[src/hw/usb_cfg.svh]
// constants for the shadow buffer and fifo status block
// Summary of operation
// - sixteen word locations alias the receive buffer and transmit holding register.
// - shadow read returns received byte in bits 7:0, serial or infrared input.
// - fifos off: new byte overwrites unread buffer and flags overrun.
// - fifos on: shadow read returns and removes oldest receive entry.
// - receive fifo full: keep contents, drop incoming byte, flag overrun.
// - written byte goes out serially, or on active-low infrared output.
// - fifos off: write clears holding empty; later writes replace held byte.
// - fifos on: accept writes up to fifo depth of sixteen.
// - transmit write to a full fifo is discarded.
// - status bit 4 is receive fifo full, resets zero.
// - status bit 3 is receive fifo not empty, resets zero.
// - status bit 2 is transmit fifo empty, resets one.
// - status bit 1 is transmit fifo not full, resets one.
`ifndef USB_CFG_SVH
`define USB_CFG_SVH
`define USB_SHADOW_BASE 32'h5000_1130
`define USB_SHADOW_LAST 32'h5000_116C
`define USB_STATUS_ADDR 32'h5000_117C
`define USB_CTRL_ADDR 32'h5000_11A0
`define USB_IRQ_STAT_ADDR 32'h5000_11A4
`define USB_IRQ_MASK_ADDR 32'h5000_11A8
`define USB_CTRL_FIFO_EN 0
`define USB_CTRL_IR_MODE 1
`define USB_ST_RX_FULL 4
`define USB_ST_RX_AVAIL 3
`define USB_ST_TX_EMPTY 2
`define USB_ST_TX_ROOM 1
`define USB_IRQ_OVERRUN 0
`define USB_IRQ_RXAVAIL 1
`define USB_IRQ_TXEMPTY 2
`define USB_FIFO_DEPTH 16
`define USB_PTR_W 4
`define USB_CNT_W 5
`endif

[src/hw/usb_pkg.sv]
// types for the shadow buffer and fifo status block
package usb_pkg;
    typedef logic [7:0] usb_byte_t;
    typedef logic [2:0] usb_irq_t;
endpackage

[src/hw/usb_top.sv]
// shadow buffer access and fifo status with receive and transmit fifos
`timescale 1ns/100ps
`include "usb_cfg.svh"
module usb_top
    import usb_pkg::*;
(
    // system
    input wire logic clk_i,
    input wire logic rst_i,
    // wishbone slave
    input wire logic cyc_i,
    input wire logic stb_i,
    input wire logic we_i,
    input wire logic [31:0] adr_i,
    input wire logic [3:0] sel_i,
    input wire logic [31:0] dat_i,
    output logic [31:0] dat_o,
    output logic ack_o,
    output logic err_o,
    // receiver side: byte arriving from the deserializer
    input wire logic rx_serial_strobe_i,
    input wire usb_byte_t rx_serial_byte_i,
    input wire logic rx_ir_strobe_i,
    input wire usb_byte_t rx_ir_byte_i,
    // transmitter side: serializer pulls a byte
    input wire logic tx_take_i,
    output logic tx_valid_o,
    output usb_byte_t tx_byte_o,
    output logic tx_ir_sel_n_o,
    // line status links
    output logic rx_valid_flag_o,
    output logic tx_holding_empty_flag_o,
    output logic overrun_o,
    output logic fifo_enable_o,
    // interrupt
    output logic irq_o
);

    // control state
    logic fifo_en;
    logic next_fifo_en;
    logic ir_mode;
    logic next_ir_mode;
    usb_irq_t irq_stat;
    usb_irq_t next_irq_stat;
    usb_irq_t irq_mask;
    usb_irq_t next_irq_mask;

    // receive state
    logic [3:0] rx_wp;
    logic [3:0] next_rx_wp;
    logic [3:0] rx_rp;
    logic [3:0] next_rx_rp;
    logic [4:0] rx_cnt;
    logic [4:0] next_rx_cnt;

    // transmit state
    logic [3:0] tx_wp;
    logic [3:0] next_tx_wp;
    logic [3:0] tx_rp;
    logic [3:0] next_tx_rp;
    logic [4:0] tx_cnt;
    logic [4:0] next_tx_cnt;

    // bus state
    logic ack;
    logic next_ack;
    logic err;
    logic next_err;
    logic [31:0] rdat;
    logic [31:0] next_rdat;
    logic rd_pend;
    logic next_rd_pend;

    // overrun pulse
    logic ovr;
    logic next_ovr;

    function automatic logic is_shadow(input logic [31:0] a);
        is_shadow = (a >= `USB_SHADOW_BASE) && (a <= `USB_SHADOW_LAST) && (a[1:0] == 2'b00);
    endfunction

    // pick the byte source for the current mode
    logic rx_in_stb;
    usb_byte_t rx_in_byte;
    always_comb begin
        rx_in_stb = ir_mode ? rx_ir_strobe_i : rx_serial_strobe_i;
        rx_in_byte = ir_mode ? rx_ir_byte_i : rx_serial_byte_i;
    end

    // depth in use: one entry when fifos off
    logic [4:0] depth;
    always_comb begin
        depth = fifo_en ? 5'(`USB_FIFO_DEPTH) : 5'h01;
    end

    logic req;
    logic shadow_hit;
    logic rd_pop;
    logic wr_push;
    logic wr_over;
    logic rx_full;
    logic tx_full;
    always_comb begin
        // a request is taken once; a pending answer blocks a second take
        req = cyc_i && stb_i && !ack && !err && !rd_pend;
        shadow_hit = is_shadow(adr_i);
        rx_full = (rx_cnt == depth);
        tx_full = (tx_cnt == depth);
        rd_pop = req && !we_i && shadow_hit && (rx_cnt != 5'h00);
        wr_push = req && we_i && sel_i[0] && shadow_hit && !tx_full;

        // fifos off and holding full: overwrite the held byte
        wr_over = req && we_i && sel_i[0] && shadow_hit && tx_full && !fifo_en;
    end

    logic rx_push;
    logic rx_over;
    logic tx_pop;
    always_comb begin
        rx_push = rx_in_stb && !rx_full;
        rx_over = rx_in_stb && rx_full && !fifo_en;
        tx_pop = tx_take_i && (tx_cnt != 5'h00);
    end

    // receive memory
    logic rx_mem_we;
    logic [3:0] rx_mem_wa;
    usb_byte_t rx_head;
    always_comb begin
        rx_mem_we = rx_push || rx_over;
        rx_mem_wa = rx_over ? rx_rp : rx_wp;
    end
    // head follows the current pointer, so a pop returns the entry it removes
    usb_mem u_rx_mem (
        .clk_i(clk_i),
        .we_i(rx_mem_we),
        .waddr_i(rx_mem_wa),
        .wdata_i(rx_in_byte),
        .raddr_i(rx_rp),
        .rdata_o(rx_head)
    );

    // transmit memory
    logic tx_mem_we;
    logic [3:0] tx_mem_wa;
    usb_byte_t tx_head;
    always_comb begin
        tx_mem_we = wr_push || wr_over;
        tx_mem_wa = wr_over ? tx_rp : tx_wp;
    end
    usb_mem u_tx_mem (
        .clk_i(clk_i),
        .we_i(tx_mem_we),
        .waddr_i(tx_mem_wa),
        .wdata_i(dat_i[7:0]),
        .raddr_i(next_tx_rp),
        .rdata_o(tx_head)
    );

    // fifo pointers and counts
    // fifos off: pointers stay at entry zero and the count stops at one
    always_comb begin
        next_rx_wp = rx_wp;
        next_rx_rp = rx_rp;
        next_rx_cnt = rx_cnt;
        if (rx_push) begin
            next_rx_wp = fifo_en ? rx_wp + 4'h1 : rx_wp;
        end
        if (rd_pop) begin
            next_rx_rp = fifo_en ? rx_rp + 4'h1 : rx_rp;
        end
        next_rx_cnt = rx_cnt + {4'h0, rx_push} - {4'h0, rd_pop};

        next_tx_wp = tx_wp;
        next_tx_rp = tx_rp;
        if (wr_push) begin
            next_tx_wp = fifo_en ? tx_wp + 4'h1 : tx_wp;
        end
        if (tx_pop) begin
            next_tx_rp = fifo_en ? tx_rp + 4'h1 : tx_rp;
        end
        next_tx_cnt = tx_cnt + {4'h0, wr_push} - {4'h0, tx_pop};

        // toggling fifo mode flushes both queues
        if (next_fifo_en != fifo_en) begin
            next_rx_wp = 4'h0;
            next_rx_rp = 4'h0;
            next_rx_cnt = 5'h00;
            next_tx_wp = 4'h0;
            next_tx_rp = 4'h0;
            next_tx_cnt = 5'h00;
        end
    end

    always_ff @(posedge clk_i) begin
        if (rst_i) begin
            rx_wp <= 4'h0;
            rx_rp <= 4'h0;
            rx_cnt <= 5'h00;
            tx_wp <= 4'h0;
            tx_rp <= 4'h0;
            tx_cnt <= 5'h00;
        end else begin
            rx_wp <= next_rx_wp;
            rx_rp <= next_rx_rp;
            rx_cnt <= next_rx_cnt;
            tx_wp <= next_tx_wp;
            tx_rp <= next_tx_rp;
            tx_cnt <= next_tx_cnt;
        end
    end

    // status word, rebuilt each cycle from counts
    logic [31:0] status_word;
    always_comb begin
        // reserved bits read as zero
        status_word = 32'h0000_0000;
        status_word[`USB_ST_RX_FULL] = (rx_cnt == depth);
        status_word[`USB_ST_RX_AVAIL] = (rx_cnt != 5'h00);
        status_word[`USB_ST_TX_EMPTY] = (tx_cnt == 5'h00);
        status_word[`USB_ST_TX_ROOM] = (tx_cnt != depth);
    end

    // overrun from both modes
    always_comb begin
        next_ovr = rx_over || (rx_in_stb && rx_full && fifo_en);
    end

    // control, interrupt and bus answer
    usb_irq_t irq_ev;
    always_comb begin
        next_fifo_en = fifo_en;
        next_ir_mode = ir_mode;
        next_irq_mask = irq_mask;
        next_ack = 1'b0;
        next_err = 1'b0;
        next_rdat = rdat;
        next_rd_pend = 1'b0;
        // each source raises its event for one cycle
        irq_ev = 3'h0;
        irq_ev[`USB_IRQ_OVERRUN] = next_ovr;
        irq_ev[`USB_IRQ_RXAVAIL] = rx_push;
        irq_ev[`USB_IRQ_TXEMPTY] = tx_pop && (tx_cnt == 5'h01);
        next_irq_stat = irq_stat;

        if (req) begin
            if (shadow_hit) begin
                if (we_i) begin
                    next_ack = 1'b1;
                end else begin
                    // memory head is registered, answer one cycle later
                    next_rd_pend = 1'b1;
                end
            end else if (adr_i == `USB_STATUS_ADDR) begin
                next_ack = 1'b1;
                next_rdat = status_word;
            end else if (adr_i == `USB_CTRL_ADDR) begin
                next_ack = 1'b1;
                next_rdat = {30'h0, ir_mode, fifo_en};
                if (we_i && sel_i[0]) begin
                    next_fifo_en = dat_i[`USB_CTRL_FIFO_EN];
                    next_ir_mode = dat_i[`USB_CTRL_IR_MODE];
                end
            end else if (adr_i == `USB_IRQ_STAT_ADDR) begin
                next_ack = 1'b1;
                next_rdat = {29'h0, irq_stat};
                if (we_i && sel_i[0]) begin
                    next_irq_stat = irq_stat & ~dat_i[2:0];
                end
            end else if (adr_i == `USB_IRQ_MASK_ADDR) begin
                next_ack = 1'b1;
                next_rdat = {29'h0, irq_mask};
                if (we_i && sel_i[0]) begin
                    next_irq_mask = dat_i[2:0];
                end
            end else begin
                next_err = 1'b1;
                next_rdat = 32'h0000_0000;
            end
        end

        // shadow read: answer with the head captured at the pop
        if (rd_pend) begin
            next_ack = 1'b1;
            next_rdat = {24'h00_0000, rx_head};
        end

        // set wins over clear
        next_irq_stat = next_irq_stat | irq_ev;
    end

    always_ff @(posedge clk_i) begin
        if (rst_i) begin
            fifo_en <= 1'b0;
            ir_mode <= 1'b0;
            irq_stat <= 3'h0;
            irq_mask <= 3'h0;
            ack <= 1'b0;
            err <= 1'b0;
            rdat <= 32'h0000_0000;
            rd_pend <= 1'b0;
            ovr <= 1'b0;
        end else begin
            fifo_en <= next_fifo_en;
            ir_mode <= next_ir_mode;
            irq_stat <= next_irq_stat;
            irq_mask <= next_irq_mask;
            ack <= next_ack;
            err <= next_err;
            rdat <= next_rdat;
            rd_pend <= next_rd_pend;
            ovr <= next_ovr;
        end
    end

    // registered outputs to the line logic and serializer
    always_ff @(posedge clk_i) begin
        if (rst_i) begin
            tx_valid_o <= 1'b0;
            tx_ir_sel_n_o <= 1'b1;
            rx_valid_flag_o <= 1'b0;
            tx_holding_empty_flag_o <= 1'b1;
            irq_o <= 1'b0;
        end else begin
            // valid only once the head register shows a byte written into an empty queue
            tx_valid_o <= (next_tx_cnt != 5'h00) && (tx_cnt != 5'h00);
            tx_ir_sel_n_o <= !next_ir_mode;
            rx_valid_flag_o <= (next_rx_cnt != 5'h00);
            tx_holding_empty_flag_o <= (next_tx_cnt == 5'h00);
            irq_o <= |(next_irq_stat & next_irq_mask);
        end
    end

    always_comb begin
        // head byte straight from the memory's read register
        tx_byte_o = tx_head;
        dat_o = rdat;
        ack_o = ack;
        err_o = err;
        overrun_o = ovr;
        fifo_enable_o = fifo_en;
    end
endmodule

[src/hw/usb_mem.sv]
// small dual-port byte memory with registered read data
`timescale 1ns/100ps
module usb_mem
    import usb_pkg::*;
(
    // clock
    input wire logic clk_i,
    // write port
    input wire logic we_i,
    input wire logic [3:0] waddr_i,
    input wire usb_byte_t wdata_i,
    // read port
    input wire logic [3:0] raddr_i,
    output usb_byte_t rdata_o
);
    usb_byte_t mem [0:15];
    always_ff @(posedge clk_i) begin
        if (we_i) begin
            mem[waddr_i] <= wdata_i;
        end
        rdata_o <= mem[raddr_i];
    end
endmodule

[config.mk]
export PLATFORM = sky130hd
export DESIGN_NAME = usb_top
export DESIGN_NICKNAME = d
export VERILOG_FILES = /design/src/hw/usb_pkg.sv /design/src/hw/usb_top.sv /design/src/hw/usb_mem.sv
export VERILOG_INCLUDE_DIRS = /design/src /design/src/hw
export SDC_FILE = /design/constraint.sdc
export NUM_CORES = 1
export LEC_CHECK = 0
export BUFFER_PORTS_ARGS = -buffer_cell sky130_fd_sc_hd__clkbuf_2
export CAP_MARGIN = 40
export CELL_PAD_IN_SITES_DETAIL_PLACEMENT = 2
export CELL_PAD_IN_SITES_GLOBAL_PLACEMENT = 2
export CORE_ASPECT_RATIO = 1.5
export CORE_MARGIN = 2
export CORE_UTILIZATION = 37
export CTS_CLUSTER_DIAMETER = 100
export CTS_CLUSTER_SIZE = 20
export DETAILED_ROUTE_END_ITERATION = 8
export PLACE_DENSITY_LB_ADDON = 0.1
export SETUP_SLACK_MARGIN = 0.2
export SLEW_MARGIN = 20
export SYNTH_ARGS = -nofsm -noshare
export SYNTH_HDL_FRONTEND = slang
export SYNTH_SLANG_ARGS = --single-unit
[constraint.sdc]
create_clock -name clk_i -period 3.9 [get_ports clk_i]
set_clock_uncertainty 0.1 [all_clocks]
set_input_delay 0.39 -clock clk_i [delete_from_list [all_inputs] [get_ports clk_i]]
set_output_delay 0.39 -clock clk_i [all_outputs]
set_load 0.05 [all_outputs]
# After elaboration in Yosys (flattened, before gate mapping)
# Memory sizes are Yosys's and may differ from the RTL's. A register that Yosys moved wholly into a read port is not among the register bits.
# Cells that the tools add are included.
# word_totals
register_bits,51
latch_bits,0
ramBits,256
mem_bits_ro,0
input_bits,92
output_inout_bits,49
word_cells,152
memories,2
# mem_list
name,words,width,rd,rd_ports_with_merged_regs,wr,line_no,rtl
u_rx_mem.mem,16,8,1,1,1,usb_mem.sv:16,usb_byte_t mem [0:15];
u_tx_mem.mem,16,8,1,1,1,usb_mem.sv:16,
# op_classes
addsub,8
n_mul,0
div,0
magnitude_cmp,2
n_eq_ne,10
shifts,0
muxes,54
n_bitwise,6
reduce_logical,50
# op_table
operator,count
"32-bit by 31-bit equality test with 1-bit output, second input constant",4
3-bit two-way mux,16
"32-bit by 31-bit >= comparator with 1-bit output, second input constant",1
"32-bit by 31-bit less-or-equal comparator with 1-bit output, second input constant",1
8-bit two-way mux,4
1-bit two-way mux,25
1-bit logical AND,23
4-bit two-way mux,5
5-bit two-way mux,4
5-bit nonzero test,4
"4-bit by 1-bit adder with 4-bit output, second input constant",4
5-bit by 1-bit adder with 5-bit output,2
5-bit equality test,2
5-bit zero test,2
5-bit by 1-bit subtractor with 5-bit output,2
1-bit zero test,8
2-bit AND reduction,4
3-bit AND,2
3-bit OR reduction,2
6-bit OR reduction,1
"5-bit by 1-bit equality test with 1-bit output, second input constant",1
5-bit inequality test,1
1-bit logical OR,3
3-bit inverter,1
other kinds (7),8

# Longest topological paths before layout
# logic_depth
depth_word,13
depth_mapped,18
ltp_nobuf,18

# Hierarchy
# Synthesis repeated with hierarchy kept, for this count alone.
# hier_totals
cells_unflattened,846
hier_area_um2,13676.9
# by_module_without_submodules
module,instances,cells_per_inst,area_each_um2,seq_area_each_um2
usb_mem,2,229,5147.4,4003.8
usb_top,1,388,3382.0,1021.0

# Worst setup path after synthesis
# No wires, ideal clock.
# synth_path
kind,input to register
from,in adr_i[31]
to,reg tx_valid_o
setup_time_ns,0.116
arrival_time_ns,3.557
required_time_ns,3.684
setup_slack_ns,0.127
stages,16
n_path_buf,0
path_cell_list,or4_4 or3_4 nor4_4 nand4_1 ha_1 inv_1 ha_1 inv_1 fa_1 inv_1 a21oi_1 nor2_1 nor2_1 xnor2_1 nand2_1 o211a_1
# synth_between
elab_chain_len,10
word_cells_on_any_way,18
classes_between,add/sub: 2; order compare: 2; eq/ne: 3; mux: 5; reduce/logical: 6
# synth_lines
element,line_no,rtl
from (decl),usb_top.sv:14,"input wire logic [31:0] adr_i,"
32-bit by 31-bit >= comparator with 1-bit output (no source line) / 32-bit by 31-bit less-or-equal comparator with 1-bit output (equally long branches),-,
1-bit logical AND (2 in series),usb_top.sv:80,is_shadow = (a >= `USB_SHADOW_BASE) && (a <= `USB_SHADOW_LAST) && (a[1:0] == 2'b00);
1-bit logical AND (2 in series),usb_top.sv:111,wr_push = req && we_i && sel_i[0] && shadow_hit && !tx_full;
5-bit by 1-bit adder with 5-bit output,usb_top.sv:183,"next_tx_cnt = tx_cnt + {4'h0, wr_push} - {4'h0, tx_pop};"
5-bit by 1-bit subtractor with 5-bit output,usb_top.sv:183,
5-bit two-way mux *,usb_top.sv:186,if (next_fifo_en != fifo_en) begin
5-bit nonzero test *,usb_top.sv:327,tx_valid_o <= (next_tx_cnt != 5'h00) && (tx_cnt != 5'h00);
1-bit logical AND *,usb_top.sv:327,
to (signal assigned),usb_top.sv:327,
to (decl),usb_top.sv:27,"output logic tx_valid_o,"
# Mark *: on every way between the ends. The rest lies on a longest branch, timed or not.
# A chain may end at the register's enable or synchronous reset.

# Worst setup path after layout
# Ends and elaborated chain as after synthesis.

==> run_results.csv <==
group,metric,value,unit
run_status,outcome,"complete, no violations",
grt,grtUsageMet1,21.1,%
routing,avgViaCountPerCell,5.54,
routing,drt-initial-drc-count,403,
power_and_ir_drop,powerDensity,419,nW/um^2
floorplan,die_y,248,um
timing,finalSetupViolCount,0,
yosys,ys_top_cells_by_count,"edfxtp_1 (256), nor2_1 (106), mux2i_1 (105)",
placement,numPortBuffers,89,
grt,track_usage,22.3,%
grt,antenna_found_initial,2,
clock_network,cts_tree,"yes",
yosys,ys_seq_area_share,61.6,%
cells_and_area,nets,1408,
yosys,syn_area,14700,um^2
floorplan,dieArea,41300,um^2
yosys,synth_area_per_cell,12.9,um^2
grt,grt_pass1_vias,11300,
floorplan,start_util,37.4,%
yosys,yosysTopAreaCell,"edfxtp_1",
routing,routed_wl,45900,um
yosys,yosys.area.top_type_share,52.4,%
routing,drt_pass1_iterations,4,
critical_path,cp-end-kind,"register",
timing,min_period_over_period,87.5,%
floorplan,rows,89,
clock_network,cts.clk_slew.worst_paths,0.09,ns
yosys,synth_cell_types,81,
routing,drc_errors,0,
routing,final_antenna_net_count,0,
grt,grt_pass1_wl,69200,um
timing,fin_setup_tns,0,ns
flow_run,drv_cap,0,
floorplan,fp.dieW,167,um
grt,grt_overflow_total,0,
yosys,yosys-top-cells-area,"edfxtp_1 (52%), dfxtp_1 (9.1%), mux2i_1 (7.2%)",
floorplan,core-area,39200,um^2
clock_network,cts_sinks,323,
yosys,yosysMostFrequentCell,"edfxtp_1",
clock_network,cts-resized-gates,0,
clock_network,cts_root_buf,"clkbuf_16",
yosys,yosys_warnings,0,
yosys,ys_ff_latch,323,
power_and_ir_drop,p_leak,5.76,nW
routing,wl_per_cell,25.3,um
clock_network,hold_buffers,0,
clock_network,clkLatencyLatePin,0.55,ns
grt,globalRouteMet3Util,2.34,%
timing,finalHoldViolCount,0,
grt,use_met2,45.1,%
min_path,worst_hold_path_type,"input pin to register",
placement,dp.final_hpwl,34200,um
power_and_ir_drop,vdd_drop_max,0.000391,V
critical_path,critPathLaunchType,"input pin",
cells_and_area,drive_above_1_share,20.7,%
floorplan,io_pins,141,
placement,dpl.cell_count,1774,
grt,grt.busiest_layer,"met2",
timing,tightest_slew,0.963,ns
power_and_ir_drop,finalPower,7.05,mW
placement,place.gp.congestion,0.813,
timing,rsz0062_at_grt,"false",
yosys,synthArstFlopShare,0,%
timing,slew_violations,0,
timing,fmax,293,MHz
clock_network,cts_max_level,1,
cells_and_area,area_growth,14.8,%
clock_network,cts_inserted_buffers,20,
timing,period_needed,3.41,ns
routing,vias,10000,
cells_and_area,stdcell_count,1814,
yosys,synth_top_flop_cell,"edfxtp_1",
grt,grt_max_degree,47,
critical_path,cp.required,4.24,ns
timing,max-slew-margin-rel,35.8,%
critical_path,cp.arrival,3.75,ns
critical_path,cp_max_fo,3,
yosys,postSynthCellCount,1140,
clock_network,post-cts-setup-buffer-count,0,
critical_path,reg2reg_slack,0.50,ns
clock_network,clock_path_buffers,3,
yosys,synth_edf_count,256,
critical_path,path_class,"input pin to register",
timing,holdWs,0.0324,ns
[critical path, cell delays in order]
cell      delay, ns
clkbuf_2       0.09
or4_4          0.53
or3_4          0.42
nor4_4         0.22
buf_4          0.19
nand4_1        0.16
ha_1           0.32
inv_1          0.06
ha_1           0.16
inv_1          0.06
fa_1           0.38
inv_1          0.07
a21oi_1        0.07
nor2_1         0.09
nor2_1         0.06
xnor2_1        0.17
nand2_1        0.10
o211a_1        0.22
[cells by family after synthesis]
| group | after synthesis | synth area share (%) |
|---|---|---|
| compound gates | 215 | 10.2 |
| xor+xnor | 19 | 1.13 |
| fa+ha+maj | 18 | 1.64 |
| buf+inv | 114 | 3.60 |
| flops | 323 | 61.6 |
| mux | 138 | 11.0 |
| other cells | 1 | 0.0256 |
| simple gates | 312 | 10.9 |
[routing by layer]
metal,share of wire (%),vias to the layer above
met5,0,-
li1,-,4620
met4,6.9,0
met3,2.4,99
met2,57,162
met1,33,5166
[area by class of cell]
type                       instances  area [um^2]
fill                            3992        22400
sequential                       323         9030
multi-input combinational        726         5220
timing repair buffer             193         1240
tap                              500          626
clock buffer                      35          578
inverter                          34          128
clock inverter                     1         20.0
antenna                            2         5.00
[metrics by stage]
step / instance area (um^2) / setup slack [ns] / util, %
4_1_cts: 16800 / 0.234 / 42.9
3_5_place_dp: 16200 / -0.112 / 41.4
3_3_place_gp: 16100 / -0.0781 / 41.2
5_1_grt: 16800 / 0.200 / 43.0
2_1_floorplan: 14800 / 0.266 / -
6_report: 16800 / 0.489 / 43.0
[power by group]
| group | leakage [nW] | internal (mW) | switching, mW |
|---|---|---|---|
| combinational | 2.62 | 0.388 | 0.602 |
| sequential | 2.86 | 3.80 | 0.0764 |
| clock | 0.285 | 1.03 | 1.16 |
[layout by cell type (no fill, tap or decap), drive strengths merged, types with 16 or more instances in the layout]
cell,n
edfxtp,256
clkbuf,124
nor2,106
mux2i,105
buf,104
nand2,74
dfxtp,67
a21oi,53
inv,35
o21ai,31
a22oi,26
conb,24
a221oi,23
nand3,23
mux2,17
nor4,17
mux4,16
ha,16
[registers in the layout, summed over array words and instances, names as in the netlist, 3 cells and up]
| name | count |
|---|---|
| dat_o | 8 |
| irq_mask | 3 |
| irq_stat | 3 |
| rx_cnt | 5 |
| rx_rp | 4 |
| rx_wp | 4 |
| tx_cnt | 5 |
| tx_rp | 4 |
| tx_wp | 4 |
| u_rx_mem.mem | 128 |
| u_rx_mem.rdata_o | 8 |
| u_tx_mem.mem | 128 |
| u_tx_mem.rdata_o | 8 |
[path summary, 6_finish.rpt]
kind	startpoint	end	cells after the start
setup / recovery	adr_i[31]	tx_valid_o	18
hold reg to reg	u_rx_mem.rdata_o[4]	dat_o[4]	2
hold / removal	we_i	rd_pend	2
setup reg to reg	fifo_enable_o	tx_valid_o	16
No activity file was read; power rests on OpenSTA's default activity.
